**src/sdm_consts.vh**
```
// Purpose: constants for the deserializer error monitor register group
// Assumes: 8-bit registers at 8-bit offsets on the management port
// Notes: definitions only
`ifndef SDM_CONSTS_VH
`define SDM_CONSTS_VH

// ==========================================================================
// register offsets
`define SDM_ADDR_EVT_CFG 8'h2b
`define SDM_ADDR_MON_CTL 8'h2d
`define SDM_ADDR_THR_LO 8'h2e
`define SDM_ADDR_THR_HI 8'h2f
`define SDM_ADDR_RATE 8'h3b
`define SDM_ADDR_LOCK 8'h3c
`define SDM_ADDR_EVT_CNT 8'h3d
`define SDM_ADDR_ERR_LO 8'h3e
`define SDM_ADDR_ERR_HI 8'h3f

// ==========================================================================
// field positions
`define SDM_EVT_SEL 3
`define SDM_EVT_RST_CDR 2
`define SDM_EVT_RST_LINK 1
`define SDM_EVT_EN 0
`define SDM_MON_ACCUM 4
`define SDM_MON_CODE_DIS 3
`define SDM_MON_CLEAR 2
`define SDM_MON_DISP 1
`define SDM_MON_HOLD 0
`define SDM_LOCK_BIT 3
`define SDM_SIG1_BIT 2
`define SDM_SIG0_BIT 1

// ==========================================================================
// reset values and rate codes
`define SDM_RST_THR_LO 8'h10
`define SDM_RST_THR_HI 8'h00
`define SDM_RST_ZERO 8'h00
`define SDM_RATE_SD 3'h1
`define SDM_RATE_HD 3'h3
`define SDM_RATE_3G 3'h6
`define SDM_RATE_UNLOCKED 3'h7

`endif

```
**src/sdm_error_monitor.v**
```verilog
// Purpose: status and error monitor register group of a serial video
//   deserializer, reached over the management port register access
// Assumes: reg_wr/reg_rd are one-cycle strobes from the management slave
// Notes: read data is registered, valid the cycle after reg_rd
// Function
// - select bit picks counter; enable gates counting
// - writing one clears clock-recovery event count
// - writing one clears data event counter
// - accumulate keeps adding to error count
// - code-error disable masks count and lock
// - clear zeroes current and held counts
// - display bit picks run or window count
// - hold bit keeps normal state past threshold
// - 16-bit threshold, defaults 0x10 and 0x00
// - above threshold, stop accepting and forwarding data
// - rate field bits 6:4, 111 unlocked
// - eight-bit count of selected clock-recovery or link-loss events
// - data error count low and high bytes
`timescale 1ns/10ps
`default_nettype none
`include "sdm_consts.vh"

module sdm_error_monitor
(
    input wire clk,
    input wire rst_b,
    input wire reg_wr,
    input wire reg_rd,
    input wire [7:0] reg_addr,
    input wire [7:0] reg_wdata,
    output reg [7:0] reg_rdata_ff,
    input wire cdr_locked,
    input wire [1:0] cdr_rate_sel,
    input wire clk_loss,
    input wire sig_det_ch0,
    input wire sig_det_ch1,
    input wire data_err,
    input wire code_err,
    input wire window_end,
    input wire link_lost,
    input wire [4:0] rx_data,
    output reg [4:0] parallel_output_pins_ff,
    output wire lock_out,
    output wire data_accept
);

    // ======================================================================
    // control registers
    reg [3:0] evt_cfg_ff;
    reg [4:0] mon_ctl_ff;
    reg [7:0] thr_lo_ff;
    reg [7:0] thr_hi_ff;
    reg [15:0] run_cnt_ff;
    reg [15:0] win_cnt_ff;
    reg stopped_ff;
    reg clk_loss_d_ff;
    reg lock_d_ff;
    reg link_lost_d_ff;

    wire wr_evt = reg_wr && reg_addr == `SDM_ADDR_EVT_CFG;
    wire wr_mon = reg_wr && reg_addr == `SDM_ADDR_MON_CTL;
    wire evt_en = evt_cfg_ff[`SDM_EVT_EN];
    wire code_dis = mon_ctl_ff[`SDM_MON_CODE_DIS];
    wire hold = mon_ctl_ff[`SDM_MON_HOLD];
    wire [15:0] thr = {thr_hi_ff, thr_lo_ff};

    // reset bits self-clear so a second write of one clears again
    always @(posedge clk or negedge rst_b)
    begin
        if (!rst_b)
        begin
            evt_cfg_ff <= 4'h0;
            mon_ctl_ff <= 5'h00;
            thr_lo_ff <= `SDM_RST_THR_LO;
            thr_hi_ff <= `SDM_RST_THR_HI;
        end
        else
        begin
            if (wr_evt)
                evt_cfg_ff <= reg_wdata[3:0];
            else
                evt_cfg_ff[2:1] <= 2'h0;
            if (wr_mon)
                mon_ctl_ff <= reg_wdata[4:0];
            else
                mon_ctl_ff[`SDM_MON_CLEAR] <= 1'b0;
            if (reg_wr && reg_addr == `SDM_ADDR_THR_LO)
                thr_lo_ff <= reg_wdata;
            if (reg_wr && reg_addr == `SDM_ADDR_THR_HI)
                thr_hi_ff <= reg_wdata;
        end
    end

    wire clr_cdr = wr_evt && reg_wdata[`SDM_EVT_RST_CDR];
    wire clr_link = wr_evt && reg_wdata[`SDM_EVT_RST_LINK];
    wire clr_mon = wr_mon && reg_wdata[`SDM_MON_CLEAR];

    // ======================================================================
    // event edges
    always @(posedge clk or negedge rst_b)
    begin
        if (!rst_b)
        begin
            clk_loss_d_ff <= 1'b0;
            lock_d_ff <= 1'b0;
            link_lost_d_ff <= 1'b0;
        end
        else
        begin
            clk_loss_d_ff <= clk_loss;
            lock_d_ff <= cdr_locked;
            link_lost_d_ff <= link_lost;
        end
    end

    wire cdr_evt = (clk_loss && !clk_loss_d_ff) || (lock_d_ff && !cdr_locked);
    wire link_evt = link_lost && !link_lost_d_ff;
    // code errors are masked from both the count and the lock output
    wire err_hit = data_err || (code_err && !code_dis);
    assign lock_out = cdr_locked && !(code_err && !code_dis);

    // ======================================================================
    // event counters
    wire [7:0] cdr_cnt;
    wire [7:0] link_cnt;
    wire [7:0] dsp_cnt;

    sdm_sat_cnt8 u_cdr_cnt
    (
        .clk(clk),
        .rst_b(rst_b),
        .clr(clr_cdr),
        .inc(evt_en && cdr_evt),
        .ld(1'b0),
        .ld_val(8'h00),
        .cnt_ff(cdr_cnt)
    );

    // the writable event count register loads the data counter directly
    sdm_sat_cnt8 u_link_cnt
    (
        .clk(clk),
        .rst_b(rst_b),
        .clr(clr_link),
        .inc(evt_en && link_evt),
        .ld(reg_wr && reg_addr == `SDM_ADDR_EVT_CNT),
        .ld_val(reg_wdata),
        .cnt_ff(link_cnt)
    );

    assign dsp_cnt = evt_cfg_ff[`SDM_EVT_SEL] ? link_cnt : cdr_cnt;

    // ======================================================================
    // error monitor counts
    // without accumulate the run count restarts at each window end;
    // the window count holds the total of the finished window
    always @(posedge clk or negedge rst_b)
    begin
        if (!rst_b)
        begin
            run_cnt_ff <= 16'h0000;
            win_cnt_ff <= 16'h0000;
        end
        else if (clr_mon)
        begin
            run_cnt_ff <= 16'h0000;
            win_cnt_ff <= 16'h0000;
        end
        else
        begin
            if (reg_wr && reg_addr == `SDM_ADDR_ERR_LO)
                run_cnt_ff[7:0] <= reg_wdata;
            else if (reg_wr && reg_addr == `SDM_ADDR_ERR_HI)
                run_cnt_ff[15:8] <= reg_wdata;
            else if (window_end && !mon_ctl_ff[`SDM_MON_ACCUM])
                run_cnt_ff <= {15'h0000, err_hit};
            else if (err_hit && run_cnt_ff != 16'hffff)
                run_cnt_ff <= run_cnt_ff + 16'h0001;
            if (window_end)
                win_cnt_ff <= run_cnt_ff;
        end
    end

    wire [15:0] err_dsp = mon_ctl_ff[`SDM_MON_DISP] ? win_cnt_ff
                                                    : run_cnt_ff;

    // ======================================================================
    // data stop above threshold
    // the stop is recomputed each cycle from count above threshold; hold forces it off
    always @(posedge clk or negedge rst_b)
    begin
        if (!rst_b)
            stopped_ff <= 1'b0;
        else if (hold)
            stopped_ff <= 1'b0;
        else
            stopped_ff <= run_cnt_ff > thr;
    end

    assign data_accept = !stopped_ff;

    always @(posedge clk or negedge rst_b)
    begin
        if (!rst_b)
            parallel_output_pins_ff <= 5'h00;
        else if (!stopped_ff)
            parallel_output_pins_ff <= rx_data;
        else
            parallel_output_pins_ff <= 5'h00;
    end

    // ======================================================================
    // read mux
    wire [2:0] rate_code;

    sdm_rate_enc u_rate
    (
        .locked(cdr_locked),
        .rate_sel(cdr_rate_sel),
        .rate_code(rate_code)
    );

    reg [7:0] nxt_rdata;

    always @*
    begin
        case (reg_addr)
            `SDM_ADDR_EVT_CFG: nxt_rdata = {4'h0, evt_cfg_ff};
            `SDM_ADDR_MON_CTL: nxt_rdata = {3'h0, mon_ctl_ff};
            `SDM_ADDR_THR_LO: nxt_rdata = thr_lo_ff;
            `SDM_ADDR_THR_HI: nxt_rdata = thr_hi_ff;
            `SDM_ADDR_RATE: nxt_rdata = {1'b0, rate_code, 4'h0};
            `SDM_ADDR_LOCK: nxt_rdata = {4'h0, cdr_locked, sig_det_ch1,
                                         sig_det_ch0, 1'b0};
            `SDM_ADDR_EVT_CNT: nxt_rdata = dsp_cnt;
            `SDM_ADDR_ERR_LO: nxt_rdata = err_dsp[7:0];
            `SDM_ADDR_ERR_HI: nxt_rdata = err_dsp[15:8];
            default: nxt_rdata = 8'h00;
        endcase
    end

    always @(posedge clk or negedge rst_b)
    begin
        if (!rst_b)
            reg_rdata_ff <= 8'h00;
        else if (reg_rd)
            reg_rdata_ff <= nxt_rdata;
    end

endmodule // sdm_error_monitor
`default_nettype wire

```
**src/sdm_sat_cnt8.v**
```verilog
// Purpose: 8-bit saturating event counter with enable and clear
// Assumes: single clock, async active-low reset
// Notes: clear wins over count
`timescale 1ns/10ps
`default_nettype none
`include "sdm_consts.vh"

module sdm_sat_cnt8
(
    input wire clk,
    input wire rst_b,
    input wire clr,
    input wire inc,
    input wire ld,
    input wire [7:0] ld_val,
    output reg [7:0] cnt_ff
);
    // saturates so a long fault does not wrap back to a small count
    always @(posedge clk or negedge rst_b)
    begin
        if (!rst_b)
            cnt_ff <= `SDM_RST_ZERO;
        else if (clr)
            cnt_ff <= `SDM_RST_ZERO;
        else if (ld)
            cnt_ff <= ld_val;
        else if (inc && cnt_ff != 8'hff)
            cnt_ff <= cnt_ff + 8'h01;
    end
endmodule // sdm_sat_cnt8
`default_nettype wire

```
**src/sdm_rate_enc.v**
```verilog
// Purpose: encodes recovery lock and rate into the rate status field
// Assumes: rate_sel: 0 sd, 1 hd, 2 3g
// Notes: combinational
`timescale 1ns/10ps
`default_nettype none
`include "sdm_consts.vh"

module sdm_rate_enc
(
    input wire locked,
    input wire [1:0] rate_sel,
    output reg [2:0] rate_code
);
    always @*
    begin
        if (!locked)
            rate_code = `SDM_RATE_UNLOCKED;
        else
        begin
            case (rate_sel)
                2'h0: rate_code = `SDM_RATE_SD;
                2'h1: rate_code = `SDM_RATE_HD;
                2'h2: rate_code = `SDM_RATE_3G;
                default: rate_code = `SDM_RATE_UNLOCKED;
            endcase
        end
    end
endmodule // sdm_rate_enc
`default_nettype wire

```
**config.mk**
```make
export PLATFORM = sky130hd
export DESIGN_NAME = sdm_error_monitor
export DESIGN_NICKNAME = d
export VERILOG_FILES = /design/src/sdm_error_monitor.v /design/src/sdm_sat_cnt8.v /design/src/sdm_rate_enc.v
export VERILOG_INCLUDE_DIRS = /design/src
export SDC_FILE = /design/constraint.sdc
export NUM_CORES = 1
export LEC_CHECK = 0
export BUFFER_PORTS_ARGS = -buffer_cell sky130_fd_sc_hd__buf_2
export CORE_UTILIZATION = 62
export CTS_BUF_LIST = sky130_fd_sc_hd__clkbuf_4 sky130_fd_sc_hd__clkbuf_8
export DETAILED_ROUTE_END_ITERATION = 16
export PLACE_DENSITY = 0.84
export RECOVER_POWER = 25
export SYNTH_ARGS = -nofsm -noshare
export SYNTH_HDL_FRONTEND = slang
export SYNTH_SLANG_ARGS = --single-unit
```
**constraint.sdc**
```tcl
create_clock -name clk -period 2.7 [get_ports clk]
set_clock_uncertainty 0.1 [all_clocks]
set_input_delay 0.54 -clock clk [delete_from_list [all_inputs] [get_ports clk]]
set_output_delay 0.54 -clock clk [all_outputs]
set_load 0.05 [all_outputs]
```
==> flow_summary_export.csv, run 1 <==
group,metric,value,unit
outcome,status,"finished with violations",
outcome,violations,"max-capacitance violations, max-slew violations",
layout,final_nets,703,
synthesis,yosys.area_share.simple,18.80,%
sta,setup_slack,0.1321,ns
synthesis,post_synth.cell_area_avg,9.531,µm²
sta,finalCritPeriodShare,95.11,%
route,drt-pass1-iter-count,5,
place,placement.io_buffers,49,
run,cap_violations,1,
synthesis,synth_compound_area_share,16.09,%
clocking,cts_tree,"built",
global_route,grt_pass1_vias,4710,
sta,hold_viol_final,0,
clocking,clock_latency,0.37,ns
floorplan,die_area,9094,µm²
route,drc_errors,0,
layout,seq_area,2253,µm²
layout,final_common_cell,"dfrtp_1",
sta,final-max-slew-violation-count,32,
synthesis,synthArstFlopShare,100.0,%
place,place_ws,0.008406,ns
route,vias,4997,
synthesis,ys_warn_count,0,
synthesis,synth_edf_count,0,
worst_setup_path,crit_chain,"ha_1, nand4_1, nor4_1, buf_4, nor2_1, buf_4, nand4_1, a21o_1, a31o_2",
clocking,clk_path_buf_depth,2,
clocking,path_clk_slew,0.09,ns
worst_setup_path,cp-startpoint,"run_cnt_ff[0]",
clocking,cts_root_buf,"clkbuf_8",
sta,rsz0062_at_grt,"no",
worst_setup_path,slowest_delay,0.47,ns
floorplan,start_util,64.79,%
min_path,hp-class,"in -> reg",
synthesis,syn_nets,621,
global_route,antenna_found_initial,0,
route,highest_layer,"met4",
synthesis,syn_inst,567,
min_path,min_from,"clk_loss",
global_route,grt_max_degree,43,
sta,hold_slack,0.1907,ns
clocking,cts.sinks,90,
synthesis,yosys_register_bits,90,
global_route,grt_overflow,0,
floorplan,fp.dieW,95.36,µm
synthesis,synth_ff_type,"dfrtp_1",
worst_setup_path,r2r_start,"run_cnt_ff[0]",
global_route,grt_pass1_wl,25.32,mm
pwr,leakage,0.002977,µW
synthesis,synth_area,5404,µm²
worst_setup_path,crit_slowest_cell,"dfrtp_1",
route,postRouteAntennaNets,0,
place,place_congestion,0.9484,
layout,diodes,0,
pwr,powerDensity,513.4,nW/µm²
route,wl_per_cell,21.29,µm
clocking,cts_resized,0,
route,drt_iter0_markers,520,
synthesis,yosysSeqAreaShare,41.70,%
synthesis,synth_cell_type_count,67,
synthesis,synth_xor_area_share,2.269,%
floorplan,core-area,8341,µm²
worst_setup_path,cp_max_fo,6,
worst_setup_path,worst_ep_required_time,2.86,ns
place,hpwl,12.05,mm
layout,drive_gt1_share,22.63,%
worst_setup_path,endpoint_kind,"flip-flop",
layout,area_growth_syn_to_layout,15.63,%
clocking,cts-buffers-inserted,9,
route,met1_length,6.558,mm
clocking,hold_buffers,0,
layout,multiInputGateArea,2934,µm²
clocking,htreeDepth,3,
sta,setup_viol,0,
clocking,cts_setup_buffers,0,
route,route.met2.wl,7.500,mm
sta,fmax,389.4,MHz
route,viasPerCell,6.584,
layout,layout_common_cells,"dfrtp_1, nor2_1, buf_2",
floorplan,pin_count,50,
route,met3_wirelength,1.674,mm
worst_setup_path,critPathKind,"reg -> reg",
synthesis,synth_mux_area_share,12.62,%
worst_setup_path,startpoint_type,"flip-flop",
floorplan,die_height,95.36,µm
floorplan,rows,33,
route,drt-total-wl,16.16,mm
sta,worst_slew_pin_slew,1.739,ns
worst_setup_path,ff2ff_setup_slack,0.13,ns
sta,min_period,2.568,ns
pwr,peakVddDrop,0.0003207,V
synthesis,synth_top_family_by_area,"simple AND/OR/NAND/NOR gates",
synthesis,synth_fa_ha_area_share,4.399,%
sta,slew_headroom,-15.93,%
layout,fillers,613,
global_route,grt_usage,38.16,%
worst_setup_path,worst_ep_arrival_time,2.73,ns
area by class of cell:
type	instances	area share, %
Tap cell	105	2.103
Inverter	27	1.622
Clock buffer	12	2.443
Clock inverter	4	1.201
Sequential cell	90	36.06
Multi-Input combinational cell	426	46.96
Timing Repair Buffer	95	9.612
routing by layer:
metal / vias up / GRT usage, %
met5: - / 0
met4: 0 / 13.89
met3: 36 / 6.619
met2: 291 / 59.82
met1: 2420 / 53.05
li1: 2250 / -
cells by family after synthesis:
family                     after synthesis
AOI/OAI and AO/OA                      128
xor gates and xnor gates                14
adders and majority gates               19
buffers and inverters                   51
DFF                                     90
muxes                                   65
and+or+nand+nor                        200
flip-flops by register name, indices dropped and copies added (netlist names):
name and cells:
reg_rdata_ff 8, win_cnt_ff 16, lock_d_ff 1, stopped_ff 1, evt_cfg_ff 4, thr_lo_ff 8
mon_ctl_ff 5, run_cnt_ff 16, u_link_cnt.cnt_ff 8, thr_hi_ff 8, parallel_output_pins_ff 5, clk_loss_d_ff 1
link_lost_d_ff 1, u_cdr_cnt.cnt_ff 8
synth_stat cells, types with 5 or more instances:
| cell | number | area [µm²] |
|---|---|---|
| inv_1 | 27 | 101.4 |
| o21ai_0 | 20 | 100.1 |
| a21oi_1 | 32 | 160.2 |
| clkbuf_1 | 12 | 45.04 |
| nor3_1 | 6 | 30.03 |
| ha_1 | 19 | 237.7 |
| a211oi_1 | 11 | 82.58 |
| a21o_1 | 8 | 60.06 |
| nor2_1 | 72 | 270.3 |
| xnor2_1 | 8 | 70.07 |
| mux2_2 | 25 | 281.5 |
| xor2_1 | 6 | 52.55 |
| o22ai_1 | 6 | 37.54 |
| mux2i_1 | 40 | 400.4 |
| nand4_1 | 13 | 81.33 |
| nand3_1 | 18 | 90.09 |
| a31oi_1 | 6 | 37.54 |
| nor4_1 | 7 | 43.79 |
| nand2b_1 | 5 | 31.28 |
| nor2b_1 | 13 | 81.33 |
| buf_2 | 7 | 35.03 |
| a32oi_1 | 5 | 43.79 |
| dfrtp_1 | 89 | 2227 |
| and3_1 | 5 | 31.28 |
| nand2_1 | 39 | 146.4 |
per-stage QoR:
stage | TNS, ns | instances | cell area (µm²) | power, µW | utilization [%]
floorplan | 0 | 567 | 5404 | 1919 | -
global route | 0 | 759 | 6248 | 3327 | 74.92
detailed placement | 0 | 743 | 6038 | 2158 | 72.40
CTS | 0 | 759 | 6266 | 3203 | 75.13
finish | 0 | 759 | 6248 | 3208 | 74.92
global placement | -0.05806 | 743 | 6038 | 2134 | 72.40
path summary, 6_finish.rpt:
path                                         to  cells past startpoint
worst max-delay path              run_cnt_ff[4]                      9
worst min-delay path              clk_loss_d_ff                      1
worst max register to register    run_cnt_ff[4]                      9
worst min register to register  reg_rdata_ff[1]                      1
max in group asynchronous        run_cnt_ff[11]                      2
min in group asynchronous       reg_rdata_ff[3]                      1
where the power goes:
| part | switching (µW) | leakage, µW | internal [µW] |
|---|---|---|---|
| logic | 386 | 0.00166 | 212 |
| clock network | 498 | 0.000110 | 568 |
| registers | 101 | 0.00121 | 1440 |
| total | 985 | 0.00298 | 2220 |
worst max-delay path: cells and delay by family (launching register included):
kind,cells,cell delay (ns)
AND/OR/NAND/NOR,4,0.84
flip-flops,1,0.47
AO/OA/AOI/OAI,2,0.43
buffers and inverters,2,0.37
adder cells (fa/ha/maj),1,0.26
No activity file was read; power rests on OpenSTA's default activity.
==> inputs of run 2 (changes only) <==
--- a/config.mk
+++ b/config.mk
@@ -6,6 +6,7 @@
 export SDC_FILE = /design/constraint.sdc
 export NUM_CORES = 1
 export LEC_CHECK = 0
+export ABC_AREA = 1
 export BUFFER_PORTS_ARGS = -buffer_cell sky130_fd_sc_hd__buf_2
 export CORE_UTILIZATION = 62
 export CTS_BUF_LIST = sky130_fd_sc_hd__clkbuf_4 sky130_fd_sc_hd__clkbuf_8
==> run 2 against run 1 <==
  * The run now ends clean
  * Critical path depth grew 3
  * Sequential power hardly changed
  * Via count grew 15%
  * Worst hold slack lost 0.0019 ns
  * Count of clock-buffer cells in the layout decreased by 3
  * Core utilization shrank 4.0 points
  * Non-clock buffer count shrank 36
==> flow_summary_export.csv, run 2 <==
group,metric,value,unit
synthesis,syn_nets,868,
layout,drive_gt1_share,11.95,%
floorplan,rows,34,
place,placement.io_buffers,49,
clocking,path_clk_slew,0.10,ns
worst_setup_path,endpoint_kind,"flip-flop",
sta,min_period,2.134,ns
place,dpl_cell_area,6023,µm²
global_route,grt_overflow,0,
synthesis,ys_warn_count,0,
sta,fin_setup_tns,0,ns
layout,top_regs,"run_cnt_ff: 16 flops, win_cnt_ff: 16 flops",
layout,layout_common_cells,"nand2_1, inv_1, dfrtp_1",
clocking,hold_buffers,0,
synthesis,synth_edf_count,0,
layout,final_common_cell,"nand2_1",
worst_setup_path,cp_max_fo,6,
floorplan,pin_count,50,
route,drt-pass1-iter-count,6,
outcome,status,"complete, no violations",
run,cap_violations,0,
min_path,min_to,"lock_d_ff",
synthesis,synth_most_common_cell,"nand2_1",
layout,design_area,6217,µm²
pwr,peakVddDrop,0.0003402,V
pwr,leakage,0.003151,µW
clocking,cts.sinks,90,
synthesis,yosys_register_bits,90,
global_route,antenna_found_initial,0,
sta,fmax,468.6,MHz
sta,final-max-slew-violation-count,0,
floorplan,die_height,97.44,µm
sta,hold_viol_final,0,
route,viasPerCell,5.870,
min_path,whs_path_depth,1,
floorplan,core-area,8763,µm²
min_path,hp-class,"in -> reg",
route,vias,5741,
route,wl_per_cell,16.28,µm
clocking,clk_path_buf_depth,2,
layout,final_core_util,70.95,%
worst_setup_path,startpoint_type,"flip-flop",
sta,hold_slack,0.1889,ns
synthesis,synth_area,5647,µm²
sta,finalCritPeriodShare,79.04,%
global_route,grt_pass1_vias,5393,
clocking,cts-buffers-inserted,9,
layout,diodes,0,
worst_setup_path,ff2ff_setup_slack,0.57,ns
synthesis,syn_inst,814,
clocking,clock_latency,0.37,ns
min_path,min_from,"cdr_locked",
place,place_ws,0.3324,ns
sta,setup_viol,0,
synthesis,synthArstFlopShare,100.0,%
place,place_congestion,1.021,
synthesis,synth_cell_type_count,37,
synthesis,synth_common_cells,"nand2_1, inv_1, dfrtp_1",
floorplan,start_util,64.43,%
floorplan,die_area,9494,µm²
clocking,htreeDepth,3,
layout,area_growth_syn_to_layout,10.10,%
synthesis,synth_ff_type,"dfrtp_1",
global_route,grt_usage,35.16,%
synthesis,post_synth.cell_area_avg,6.937,µm²
worst_setup_path,worst-r2r-cell-count,12,
clocking,cts_resized,0,
synthesis,yosysSeqAreaShare,39.91,%
route,drt_iter0_markers,559,
worst_setup_path,r2r_start,"run_cnt_ff[1]",
pwr,powerDensity,480.5,nW/µm²
worst_setup_path,worst_ep_arrival_time,2.29,ns
route,drt-total-wl,15.92,mm
clocking,cts_setup_buffers,0,
synthesis,yosysTopAreaCellShare,39.44,%
clocking,cts_tree,"built",
clocking,cts_root_buf,"clkbuf_8",
worst_setup_path,worst_ep_required_time,2.86,ns
worst_setup_path,critPathKind,"reg -> reg",
layout,fillers,724,
layout,final_nets,920,
layout,seq_area,2253,µm²
sta,worst_slew_pin_slew,1.125,ns
synthesis,synth_top_area_cell,"dfrtp_1",
sta,setup_slack,0.5660,ns
sta,rsz0062_at_grt,"no",
global_route,grt_max_degree,45,
place,hpwl,12.15,mm
synthesis,netlist_top_cells_area,"dfrtp_1, nand2_1, o21ai_0, inv_1, nor2_1",
worst_setup_path,reg2reg_to,"run_cnt_ff[10]",
route,postRouteAntennaNets,0,
layout,multiInputGateArea,2925,µm²
route,drc_errors,0,
global_route,grt_pass1_wl,26.34,mm
floorplan,fp.dieW,97.44,µm
sta,slew_headroom,24.99,%
==> run 2: cell count changes in the layout (fill, tap and decap cells not counted), moves of 13 or more <==
cell,before,now
buf_4,44,9
nand2_1,39,276
nor2b_1,13,0
inv_1,27,92
a21oi_1,32,45
o21ai_0,20,71
o21ai_1,1,15
mux2i_1,40,1
nand3_1,18,50
mux2_2,25,0
==> run 2: cell families after synthesis <==
logic type / count (synthesis) / share of synthesized area, %
compound gates: 143 / 13.21
xor+xnor: 7 / 1.086
fa+ha+maj: 19 / 4.210
buf+inv: 117 / 8.287
flops: 90 / 39.91
mux: 1 / 0.1773
simple gates: 437 / 33.13
==> run 2: routing by layer <==
layer	global-route usage [%]	vias to the layer above	routed length, µm
li1	-	2719	-
met1	48.84	2615	6661
met2	53.74	348	7018
met3	7.554	59	1661
met4	14.14	0	578
met5	0	-	0
==> run 2: final cells by class <==
cell class,count,area share (%)
clock buffer,9,1.992
clock inverter,6,1.207
inverter,99,6.017
timing repair buffer,59,5.313
multi-input combinational,607,47.05
sequential,90,36.24
tap,108,2.173
==> run 2: where the power goes <==
group          total, µW  switching, µW  internal, µW  leakage, µW
Clock                961            524           436    0.0000978
Combinational        486            328           158      0.00188
Sequential          1540           97.9          1440      0.00117
Total               2990            950          2040      0.00315
==> run 2: worst max-delay path by stage <==
stage                   from              endpoint  slack (ns)  cells past startpoint
2_1_floorplan     cdr_locked              lock_out        0.70                      2
3_3_place_gp     reg_addr[6]          thr_lo_ff[0]        0.43                      8
3_5_place_dp     reg_addr[6]  u_link_cnt.cnt_ff[6]        0.33                     11
4_1_cts        run_cnt_ff[1]         run_cnt_ff[9]        0.61                     12
6_report       run_cnt_ff[1]        run_cnt_ff[10]        0.57                     12
5_1_grt        run_cnt_ff[1]        run_cnt_ff[10]        0.35                     12
==> run 2: per-stage QoR <==
stage / instances / power, µW
2_1_floorplan: 814 / 1855
3_3_place_gp: 963 / 2017
3_5_place_dp: 963 / 2041
4_1_cts: 978 / 2984
5_1_grt: 978 / 3127
6_report: 978 / 2987
==> run 2: critical path, stage by stage (launching register included) <==
cell,delay (ns)
dfrtp_1,0.44
ha_1,0.22
nand2_1,0.12
nor2_2,0.22
nand2_1,0.12
nor2_1,0.11
nor2_1,0.06
nor2_1,0.14
nand2_1,0.06
nand2_1,0.15
inv_1,0.13
nand2_1,0.11
nand2_1,0.05
